===== src/rtl/usart_rx_params.svh =====
// register offsets, field positions, reset values and timing counts of the receiver
`ifndef USART_RX_PARAMS_SVH
`define USART_RX_PARAMS_SVH

// ----------------------------------------------------------------------------
// register indices (byte address is four times the index)
// ----------------------------------------------------------------------------
`define IDX_RX_CTRL      6'h18
`define IDX_BAUD_DIV     6'h19
`define IDX_RX_DATA      6'h1A
`define IDX_IRQ_CTRL     6'h1B
`define IDX_TX_CTRL      6'h1E

// ----------------------------------------------------------------------------
// receive_control_status fields
// ----------------------------------------------------------------------------
`define RC_SERIAL_PORT_ENABLE          7
`define RC_RX9           6
`define RC_SINGLE_RECEIVE_ENABLE          5
`define RC_CONTINUOUS_RECEIVE_ENABLE          4
`define RC_IDLE          3
`define RC_FRAMING_ERROR_BIT          2
`define RC_OVERRUN_BIT          1
`define RC_RECEIVE_NINTH_BIT          0
`define RC_RESET         8'h08

// ----------------------------------------------------------------------------
// transmit_control_status fields
// ----------------------------------------------------------------------------
`define TC_CLOCK_SOURCE_BIT          7
`define TC_TX9           6
`define TC_TRANSMIT_ENABLE_BIT          5
`define TC_SYNC          4
`define TC_CLOCK_POLARITY_BIT          3
`define TC_SHIFTER_EMPTY_BIT          1
`define TC_TRANSMIT_NINTH_BIT          0
`define TC_RESET         8'h02

// ----------------------------------------------------------------------------
// interrupt control fields and timing
// ----------------------------------------------------------------------------
`define IC_RECEIVE_INTERRUPT_ENABLE          0
`define IC_PERIPHERAL_INTERRUPT_ENABLE          1
`define IC_GIE           2
`define IC_PEND          3
`define OVERSAMPLE       16
`define VOTE_FIRST       4'h7
`define VOTE_DECIDE      4'h9
`define BITS_NARROW      4'h8
`define BITS_WIDE        4'h9

`endif


===== src/rtl/usart_rx_pkg.sv =====
// types shared by the asynchronous receiver and its character store
package usart_rx_pkg;

	typedef enum logic [1:0] {
		RX_IDLE  = 2'b00,
		RX_START = 2'b01,
		RX_DATA  = 2'b10,
		RX_STOP  = 2'b11
	} rx_state_e;

	typedef struct packed {
		logic       framing_error_bit;
		logic [8:0] data;
	} rx_char_s;

endpackage : usart_rx_pkg


===== src/rtl/rx_char_fifo.sv =====
// small character store with registered head output
`timescale 1ns/1ps
`default_nettype none

module rx_char_fifo #(
	parameter int WIDTH = 10,
	parameter int DEPTH = 2
) (
	input  wire logic             clk_i,
	input  wire logic             flush_i,
	input  wire logic             push_valid_i,
	output logic                  push_ready_o,
	input  wire logic [WIDTH-1:0] push_data_i,
	output logic                  pop_valid_o,
	input  wire logic             pop_ready_i,
	output logic      [WIDTH-1:0] head_o
);
	localparam int AW = (DEPTH > 1) ? $clog2(DEPTH) : 1;

	logic [WIDTH-1:0] mem_r [DEPTH];
	logic [AW-1:0]    wr_ptr_r;
	logic [AW-1:0]    rd_ptr_r;
	logic [AW:0]      count_r;
	logic             do_push;
	logic             do_pop;
	logic [AW-1:0]    rd_nxt;
	logic             fwd;

	function automatic logic [AW-1:0] bump(input logic [AW-1:0] p);
		bump = (p == AW'(DEPTH - 1)) ? '0 : p + 1'b1;
	endfunction : bump

	assign push_ready_o = (count_r != (AW+1)'(DEPTH));
	assign pop_valid_o  = (count_r != '0);
	assign do_push      = push_valid_i & push_ready_o;
	assign do_pop       = pop_ready_i & pop_valid_o;
	// a character landing in the slot that becomes the head is forwarded, so the
	// head is valid in the same cycle as the pending flag that announces it
	assign rd_nxt       = do_pop ? bump(rd_ptr_r) : rd_ptr_r;
	assign fwd          = do_push & (wr_ptr_r == rd_nxt);

	always_ff @(posedge clk_i) begin
		if (do_push) begin
			mem_r[wr_ptr_r] <= push_data_i;
		end
		head_o <= fwd ? push_data_i : mem_r[rd_nxt];
	end

	always_ff @(posedge clk_i) begin
		if (flush_i) begin
			wr_ptr_r <= '0;
			rd_ptr_r <= '0;
			count_r  <= '0;
		end else begin
			wr_ptr_r <= do_push ? bump(wr_ptr_r) : wr_ptr_r;
			rd_ptr_r <= do_pop ? bump(rd_ptr_r) : rd_ptr_r;
			count_r  <= count_r + (AW+1)'(do_push) - (AW+1)'(do_pop);
		end
	end

endmodule : rx_char_fifo

`default_nettype wire


===== src/rtl/usart_async_receiver.sv =====
// asynchronous serial receive path with its control and status registers
//
// Register access over Wishbone was decided locally.
`timescale 1ns/1ps
`default_nettype none
`include "usart_rx_params.svh"

module usart_async_receiver
	import usart_rx_pkg::*;
#(
	parameter int FIFO_DEPTH = 2
) (
	input  wire logic        clk_i,
	input  wire logic        rst_i,
	input  wire logic        wb_cyc_i,
	input  wire logic        wb_stb_i,
	input  wire logic        wb_we_i,
	input  wire logic [7:0]  wb_adr_i,
	input  wire logic [3:0]  wb_sel_i,
	input  wire logic [31:0] wb_dat_i,
	output logic      [31:0] wb_dat_o,
	output logic             wb_ack_o,
	input  wire logic        rx_pin_i,
	input  wire logic        rx_dir_drive_i,
	output logic             rx_pin_oe_n_o,
	input  wire logic        tx_bit_i,
	input  wire logic        tsr_empty_i,
	output logic             transmit_clock_pin_o,
	output logic             transmit_clock_pin_oe_n_o,
	output logic             sync_shift_o,
	output logic             tx_allowed_o,
	output logic             rx_irq_o
);

	// ------------------------------------------------------------------------
	// register bus decode
	// ------------------------------------------------------------------------
	logic       ack_r;
	logic [7:0] rc_ctl_r;
	logic [7:0] tc_ctl_r;
	logic [7:0] div_r;
	logic [2:0] ien_r;
	logic       overrun_bit_r;

	wire        req       = wb_cyc_i & wb_stb_i;
	wire [5:0]  idx       = wb_adr_i[7:2];
	wire        fire      = req & ack_r;
	wire        wr_fire   = fire & wb_we_i & wb_sel_i[0];
	wire        wr_rc     = wr_fire & (idx == `IDX_RX_CTRL);
	wire        wr_tc     = wr_fire & (idx == `IDX_TX_CTRL);
	wire        wr_div    = wr_fire & (idx == `IDX_BAUD_DIV);
	wire        wr_ic     = wr_fire & (idx == `IDX_IRQ_CTRL);
	wire        rd_data   = fire & ~wb_we_i & (idx == `IDX_RX_DATA);

	wire        serial_port_enable      = rc_ctl_r[`RC_SERIAL_PORT_ENABLE];
	wire        rx9       = rc_ctl_r[`RC_RX9];
	wire        single_receive_enable      = rc_ctl_r[`RC_SINGLE_RECEIVE_ENABLE];
	wire        continuous_receive_enable      = rc_ctl_r[`RC_CONTINUOUS_RECEIVE_ENABLE];
	wire        sync_mode = tc_ctl_r[`TC_SYNC];
	wire        clock_polarity_bit      = tc_ctl_r[`TC_CLOCK_POLARITY_BIT];
	wire        clock_source_bit      = tc_ctl_r[`TC_CLOCK_SOURCE_BIT];
	wire        transmit_enable_bit      = tc_ctl_r[`TC_TRANSMIT_ENABLE_BIT];

	// clearing the port enable resets the baud timer, receiver, character store, overrun flag and sync clock
	wire        unit_rst  = rst_i | ~serial_port_enable;
	wire        rx_en     = serial_port_enable & continuous_receive_enable & ~sync_mode;

	always_ff @(posedge clk_i) begin
		if (rst_i) begin
			ack_r <= 1'b0;
		end else begin
			ack_r <= req & ~ack_r;
		end
	end

	always_ff @(posedge clk_i) begin
		if (rst_i) begin
			rc_ctl_r <= `RC_RESET;
			tc_ctl_r <= `TC_RESET;
			div_r    <= 8'h00;
			ien_r    <= 3'h0;
		end else begin
			// status bits are not stored; only the writable fields latch
			if (wr_rc) rc_ctl_r <= {wb_dat_i[7:4], 4'h0};
			if (wr_tc) tc_ctl_r <= {wb_dat_i[7:3], 2'h0, wb_dat_i[0]};
			if (wr_div) div_r <= wb_dat_i[7:0];
			if (wr_ic) ien_r <= wb_dat_i[2:0];
		end
	end

	// ------------------------------------------------------------------------
	// baud timer: one tick per sixteenth of a bit
	// ------------------------------------------------------------------------
	logic [7:0] presc_r;
	wire        tick      = (presc_r == div_r);
	wire [7:0]  presc_nxt = (wr_div | tick) ? 8'h00 : presc_r + 8'h01;

	always_ff @(posedge clk_i) begin
		if (unit_rst) begin
			presc_r <= 8'h00;
		end else begin
			presc_r <= presc_nxt;
		end
	end

	// ------------------------------------------------------------------------
	// pin synchroniser and edge detect
	// ------------------------------------------------------------------------
	logic rx_s1_r;
	logic rx_s2_r;
	logic rx_prev_r;

	always_ff @(posedge clk_i) begin
		if (rst_i) begin
			rx_s1_r   <= 1'b1;
			rx_s2_r   <= 1'b1;
			rx_prev_r <= 1'b1;
		end else begin
			rx_s1_r   <= rx_pin_i;
			rx_s2_r   <= rx_s1_r;
			rx_prev_r <= rx_s2_r;
		end
	end

	wire fall = rx_prev_r & ~rx_s2_r;

	// ------------------------------------------------------------------------
	// data recovery state machine
	// ------------------------------------------------------------------------
	rx_state_e  state_r;
	rx_state_e  state_nxt;
	logic [3:0] os_cnt_r;
	logic [3:0] bit_idx_r;
	logic [1:0] smp_r;
	logic [8:0] shift_r;

	function automatic logic vote3(input logic a, input logic b, input logic c);
		vote3 = (a & b) | (a & c) | (b & c);
	endfunction : vote3

	wire        decide    = tick & (os_cnt_r == `VOTE_DECIDE);
	wire        vote      = vote3(smp_r[1], smp_r[0], rx_s2_r);
	wire [3:0]  nbits     = rx9 ? `BITS_WIDE : `BITS_NARROW;
	wire        last_bit  = (bit_idx_r == nbits - 4'h1);
	wire        done      = (state_r == RX_STOP) & decide;
	wire [8:0]  char_data = rx9 ? shift_r : {1'b0, shift_r[8:1]};

	always_comb begin
		state_nxt = state_r;
		case (state_r)
			RX_IDLE: begin
				if (fall) state_nxt = RX_START;
			end
			RX_START: begin
				// line back high at mid start bit: drop it without error
				if (decide) state_nxt = vote ? RX_IDLE : RX_DATA;
			end
			RX_DATA: begin
				if (decide & last_bit) state_nxt = RX_STOP;
			end
			RX_STOP: begin
				if (decide) state_nxt = RX_IDLE;
			end
			default: state_nxt = RX_IDLE;
		endcase
	end

	always_ff @(posedge clk_i) begin
		if (unit_rst | ~rx_en) begin
			state_r <= RX_IDLE;
		end else begin
			state_r <= state_nxt;
		end
	end

	// the oversample counter restarts on the start edge so mid-bit lands on count 8
	always_ff @(posedge clk_i) begin
		if (state_r == RX_IDLE) begin
			os_cnt_r  <= 4'h0;
			bit_idx_r <= 4'h0;
		end else if (tick) begin
			os_cnt_r <= os_cnt_r + 4'h1;
			if (decide & (state_r == RX_DATA)) bit_idx_r <= bit_idx_r + 4'h1;
		end
	end

	always_ff @(posedge clk_i) begin
		if (tick & (os_cnt_r >= `VOTE_FIRST) & (os_cnt_r < `VOTE_DECIDE)) begin
			smp_r <= {smp_r[0], rx_s2_r};
		end
		if (decide & (state_r == RX_DATA)) begin
			shift_r <= {vote, shift_r[8:1]};
		end
	end

	// ------------------------------------------------------------------------
	// character store and overrun
	// ------------------------------------------------------------------------
	rx_char_s push_char;
	rx_char_s head_char;
	logic     push_ready;
	logic     pending;

	assign push_char.framing_error_bit = ~vote;
	assign push_char.data = char_data;

	// a framing error never holds reception back
	wire push = done & ~overrun_bit_r;

	rx_char_fifo #(
		.WIDTH ($bits(rx_char_s)),
		.DEPTH (FIFO_DEPTH)
	) u_store (
		.clk_i        (clk_i),
		.flush_i      (unit_rst),
		.push_valid_i (push),
		.push_ready_o (push_ready),
		.push_data_i  (push_char),
		.pop_valid_o  (pending),
		.pop_ready_i  (rd_data),
		.head_o       (head_char)
	);

	wire overrun_bit_set = push & ~push_ready;

	always_ff @(posedge clk_i) begin
		if (unit_rst | ~continuous_receive_enable) begin
			overrun_bit_r <= 1'b0;
		end else if (overrun_bit_set) begin
			overrun_bit_r <= 1'b1;
		end
	end

	// ------------------------------------------------------------------------
	// read mux
	// ------------------------------------------------------------------------
	wire       framing_error_bit_view = serial_port_enable & pending & head_char.framing_error_bit;
	wire       r9d_view  = pending & head_char.data[8];
	wire       idle_view = (state_r == RX_IDLE);
	wire [7:0] rc_view   = {rc_ctl_r[7:4], idle_view, framing_error_bit_view, overrun_bit_r, r9d_view};
	wire [7:0] tc_view   = {tc_ctl_r[7:3], 1'b0, tsr_empty_i, tc_ctl_r[`TC_TRANSMIT_NINTH_BIT]};
	wire [7:0] ic_view   = {4'h0, pending, ien_r};
	wire [7:0] rd_view   = (idx == `IDX_RX_CTRL)  ? rc_view :
	                       (idx == `IDX_TX_CTRL)  ? tc_view :
	                       (idx == `IDX_BAUD_DIV) ? div_r :
	                       (idx == `IDX_IRQ_CTRL) ? ic_view :
	                       (idx == `IDX_RX_DATA)  ? head_char.data[7:0] : 8'h00;

	always_ff @(posedge clk_i) begin
		if (rst_i) begin
			wb_dat_o <= 32'h0000_0000;
		end else if (req & ~ack_r) begin
			wb_dat_o <= {24'h00_0000, rd_view};
		end
	end

	assign wb_ack_o = ack_r;

	// ------------------------------------------------------------------------
	// pin control, interrupt request and clock pin
	// ------------------------------------------------------------------------
	logic sclk_r;
	wire  rx_force    = serial_port_enable & continuous_receive_enable & ~sync_mode;
	wire  sync_master = serial_port_enable & sync_mode & clock_source_bit;
	wire  sync_rx     = sync_mode & (single_receive_enable | continuous_receive_enable);
	wire  ck_drive    = serial_port_enable & ((~sync_mode & transmit_enable_bit) | sync_master);
	wire  ck_level    = sync_mode ? (sclk_r ^ clock_polarity_bit) : (tx_bit_i ^ clock_polarity_bit);
	wire  irq_nxt     = pending & ien_r[`IC_RECEIVE_INTERRUPT_ENABLE] & ien_r[`IC_PERIPHERAL_INTERRUPT_ENABLE] & ien_r[`IC_GIE];

	always_ff @(posedge clk_i) begin
		if (unit_rst) begin
			sclk_r <= 1'b0;
		end else if (sync_master & tick) begin
			sclk_r <= ~sclk_r;
		end
	end

	always_ff @(posedge clk_i) begin
		if (rst_i) begin
			rx_pin_oe_n_o <= 1'b1;
			transmit_clock_pin_o       <= 1'b1;
			transmit_clock_pin_oe_n_o  <= 1'b1;
			sync_shift_o  <= 1'b0;
			tx_allowed_o  <= 1'b0;
			rx_irq_o      <= 1'b0;
		end else begin
			rx_pin_oe_n_o <= rx_force | ~rx_dir_drive_i;
			transmit_clock_pin_o       <= ck_level;
			transmit_clock_pin_oe_n_o  <= ~ck_drive;
			// data changes as the internal clock rises: the pin edge follows polarity
			sync_shift_o  <= sync_master & tick & ~sclk_r;
			tx_allowed_o  <= serial_port_enable & transmit_enable_bit & ~(sync_mode & sync_rx);
			rx_irq_o      <= irq_nxt;
		end
	end
endmodule : usart_async_receiver

`default_nettype wire


===== config.mk =====
export PLATFORM = sky130hd
export DESIGN_NAME = usart_async_receiver
export DESIGN_NICKNAME = d
export VERILOG_FILES = /design/src/rtl/usart_rx_pkg.sv /design/src/rtl/rx_char_fifo.sv /design/src/rtl/usart_async_receiver.sv
export VERILOG_INCLUDE_DIRS = /design/src /design/src/rtl
export SDC_FILE = /design/constraint.sdc
export NUM_CORES = 1
export LEC_CHECK = 0
export ABC_CLOCK_PERIOD_IN_PS = 4400
export BUFFER_PORTS_ARGS = -buffer_cell sky130_fd_sc_hd__buf_2
export CAP_MARGIN = 30
export CORE_MARGIN = 1.5
export CORE_UTILIZATION = 52
export CTS_CLUSTER_SIZE = 40
export DETAILED_ROUTE_END_ITERATION = 6
export HOLD_SLACK_MARGIN = 0.12
export PLACE_DENSITY = 0.84
export SLEW_MARGIN = 20
export SYNTH_ARGS = -nofsm -noshare
export SYNTH_HDL_FRONTEND = slang
export SYNTH_HIERARCHICAL = 1
export SYNTH_SLANG_ARGS = --single-unit

===== constraint.sdc =====
create_clock -name clk_i -period 4.4 [get_ports clk_i]
set_input_delay 0.66 -clock clk_i [delete_from_list [all_inputs] [get_ports clk_i]]
set_output_delay 0.66 -clock clk_i [all_outputs]
set_load 0.01 [all_outputs]

==> results.tsv <==
stage	metric	value	unit
outcome	run_status	complete, no violations	
finish	layout.nets	513	
cts	cts-root-buf	clkbuf_8	
global_routing	antenna_found_initial	0	
finish	post-route-util	0.578	
cts	clk_pin_slew	0.09	ns
cts	htree_levels	3	
drt	first_iter_violations	131	
floorplanning	initial_core_util	0.535	
setup_path	worstPathMaxFanout	10	
setup_path	cp-end-kind	flip-flop	
cts	worstSkewPairLatency	0.37	ns
synth	synth_seq_cells	95	
synth	synth_edf_count	31	
floorplanning	die_x	94.9	microns
global_routing	grt_pass1_wl	14100	microns
synth	netlist_instances	425	
floorplanning	coreArea	8220	sq um
cts	hold_buffers	0	
power_and_ir_drop	cellLeakagePower	1.76	nW
timing	tns	0	ns
drt	via_count	3077	
synth	synth_cell_type_count	60	
finish	area_delta_synth_final	8.06	%
min_path	holdCritPathClass	reg2reg	
placement	dp_hpwl	6250	microns
timing	hold_slack	0.417	ns
floorplanning	rows	33	
global_routing	globalRouteOverflowTotal	0	
cts	cts.sinks	95	
timing	relSlewSlack	0.431	
floorplanning	die_y	94.9	microns
synth	ys.flop_type	dfxtp_1	
drt	drc_errors	0	
timing	max_clock_freq	317	MHz
synth	synth_warnings	6	
flow_run	max-cap-violations	0	
power_and_ir_drop	max-vdd-ir-drop	0.157	mV
timing	rsz0062_at_grt	false	
synth	synth.avg_cell_area	10.3	sq um
setup_path	worstSetupPathType	reg2reg	
finish	nFillCells	688	
placement	place.gp.congestion	0.837	
global_routing	grt_max_degree	39	
timing	maxSlewViolCount	0	
timing	final.period_utilization	0.717	
timing	period_minus_slack	3.15	ns
placement	io_buffers	38	
drt	wl_per_cell	15.4	microns
synth	async_flop_share	0	
floorplanning	io_pins	92	
global_routing	grt_pass1_vias	2961	
setup_path	cp.arrival	3.41	ns
cts	post_cts_buffers	0	
timing	final-setup-viol-count	0	
global_routing	grt_use_total	0.211	
timing	worst_slew_pin_slew	0.845	ns
drt	wl	8680	microns
finish	drive_above_1_share	0.183	
timing	finClkSkew	0.0121	ns
drt	drtAntennaViolNets	0	
power_and_ir_drop	power_density	335	nW/um^2
synth	ys_seq_area_frac	0.503	
setup_path	startpoint_type	flip-flop	
finish	diodes	0	
setup_path	crit_required	4.65	ns
cts	cts_resized	0	
drt	drt-pass1-iter-count	4	
synth	syn-cell-area	4390	sq um
cts	cts_buffers	9	
cts	clockBufferDepth	2	
drt	viasPerCell	5.46	
cts	cts_tree	done	
floorplanning	die-area	9010	sq um
timing	hold_violations	0	
[final cells by class]
| type | instances | area (sq um) | area share |
|---|---|---|---|
| Clock buffer | 10 | 128 | 0.0269 |
| Clock inverter | 6 | 85.1 | 0.0179 |
| Inverter | 9 | 33.8 | 0.00711 |
| Multi-Input combinational cell | 300 | 1960 | 0.413 |
| Sequential cell | 95 | 2210 | 0.466 |
| Tap cell | 105 | 131 | 0.0277 |
| Timing Repair Buffer | 39 | 198 | 0.0416 |
[Yosys cell counts (all sizes together) (3+ instances only)]
cell type  number  area share
mux2           19       0.049
dfxtp          64        0.29
nor3            6      0.0080
xnor2          16       0.032
edfxtp         31        0.21
nand2b          5      0.0071
a211oi          4      0.0068
ha              6       0.017
a21oi          10       0.011
xor2            3      0.0060
o21ai           8      0.0091
clkbuf         10      0.0085
buf            34       0.054
inv             9      0.0077
and3            4      0.0057
o31ai           3      0.0051
nand4           6       0.010
or3             5      0.0071
o221ai          5       0.010
nor2b           7       0.010
nand3          12       0.014
or2             8       0.011
nor2           65       0.058
mux2i          31       0.071
nand2          22       0.019
[stage by stage]
stage / setup slack [ns] / std cells / area (sq um) / total power, mW
after floorplan: 1.55 / 448 / 4480 / 0.980
after global placement: 1.28 / 548 / 4540 / 0.985
after detailed placement: 1.15 / 548 / 4540 / 0.987
after CTS: 1.28 / 564 / 4750 / 1.60
after global routing: 0.916 / 564 / 4750 / 1.65
final: 1.25 / 564 / 4750 / 1.59
[metal layers]
metal,share of wire,track usage,up-vias
li1,-,-,1501
met1,0.45,0.269,1475
met2,0.49,0.345,91
met3,0.055,0.0483,10
met4,0.011,0.0821,0
met5,0,0,-
[state kept, by name (all words and copies together) (netlist names), 2 cells and up, named ones only]
| name | cells |
|---|---|
| presc_r | 8 |
| u_store/count_r | 2 |
| bit_idx_r | 4 |
| ien_r | 3 |
| div_r | 8 |
| shift_r | 9 |
| wb_dat_o | 8 |
| tc_ctl_r | 6 |
| rc_ctl_r | 4 |
| smp_r | 2 |
| u_store/mem_r | 20 |
| os_cnt_r | 4 |
[final timing paths]
path                    from            endpoint  slack (ns)  cells after the start
setup / recovery  presc_r[2]  u_store/count_r[1]        1.25                     11
hold / removal       rx_s1_r             rx_s2_r        0.42                      1
setup reg to reg  presc_r[2]  u_store/count_r[1]        1.25                     11
hold reg to reg      rx_s1_r             rx_s2_r        0.42                      1
[placed cells by master, fill, tap and decap left out, types with 2 or more instances in the layout]
cell type and n:
dfxtp_1 64, nor2_1 63, buf_2 38, mux2i_1 31, edfxtp_1 31, conb_1 24, nand2_1 22, mux2_2 18
xnor2_1 16, nand3_1 12, a21oi_1 10, inv_1 9, clkbuf_8 9, o21ai_0 8, nor2b_1 7, or2_2 7
ha_1 6, nand4_1 5, nand2b_1 5, nor3_1 5, or3_1 5, o221ai_1 5, and3_1 4, a211oi_1 4
o31ai_1 3, xor2_1 3, nor4_1 2, and2_1 2, nor3b_1 2, a221o_1 2, nand3b_1 2, a221oi_1 2
bufinv_16 2
[where the power goes]
part | switching [mW] | internal, mW
logic | 0.0404 | 0.0202
clock network | 0.305 | 0.318
registers | 0.00266 | 0.904
[cells by family after synthesis]
logic type,after synthesis,synth area share
other,1,0.000853
adders and majority gates,7,0.0194
and+or+nand+nor,152,0.171
DFF,95,0.503
buffers and inverters,53,0.0700
xor gates and xnor gates,19,0.0379
AOI/OAI and AO/OA,48,0.0777
muxes,50,0.119
[critical path: stages (launching register included)]
cell and delay, ns:
dfxtp_1 0.42, xnor2_1 0.14, nand4_1 0.25, nor2_2 0.43
nand3_1 0.17, nor3b_1 0.68, nor2b_1 0.23, a211oi_1 0.07
nor2_1 0.15, ha_1 0.17, nor2_1 0.05, mux2_1 0.28
Note: power is estimated with default switching activity, not from simulation.
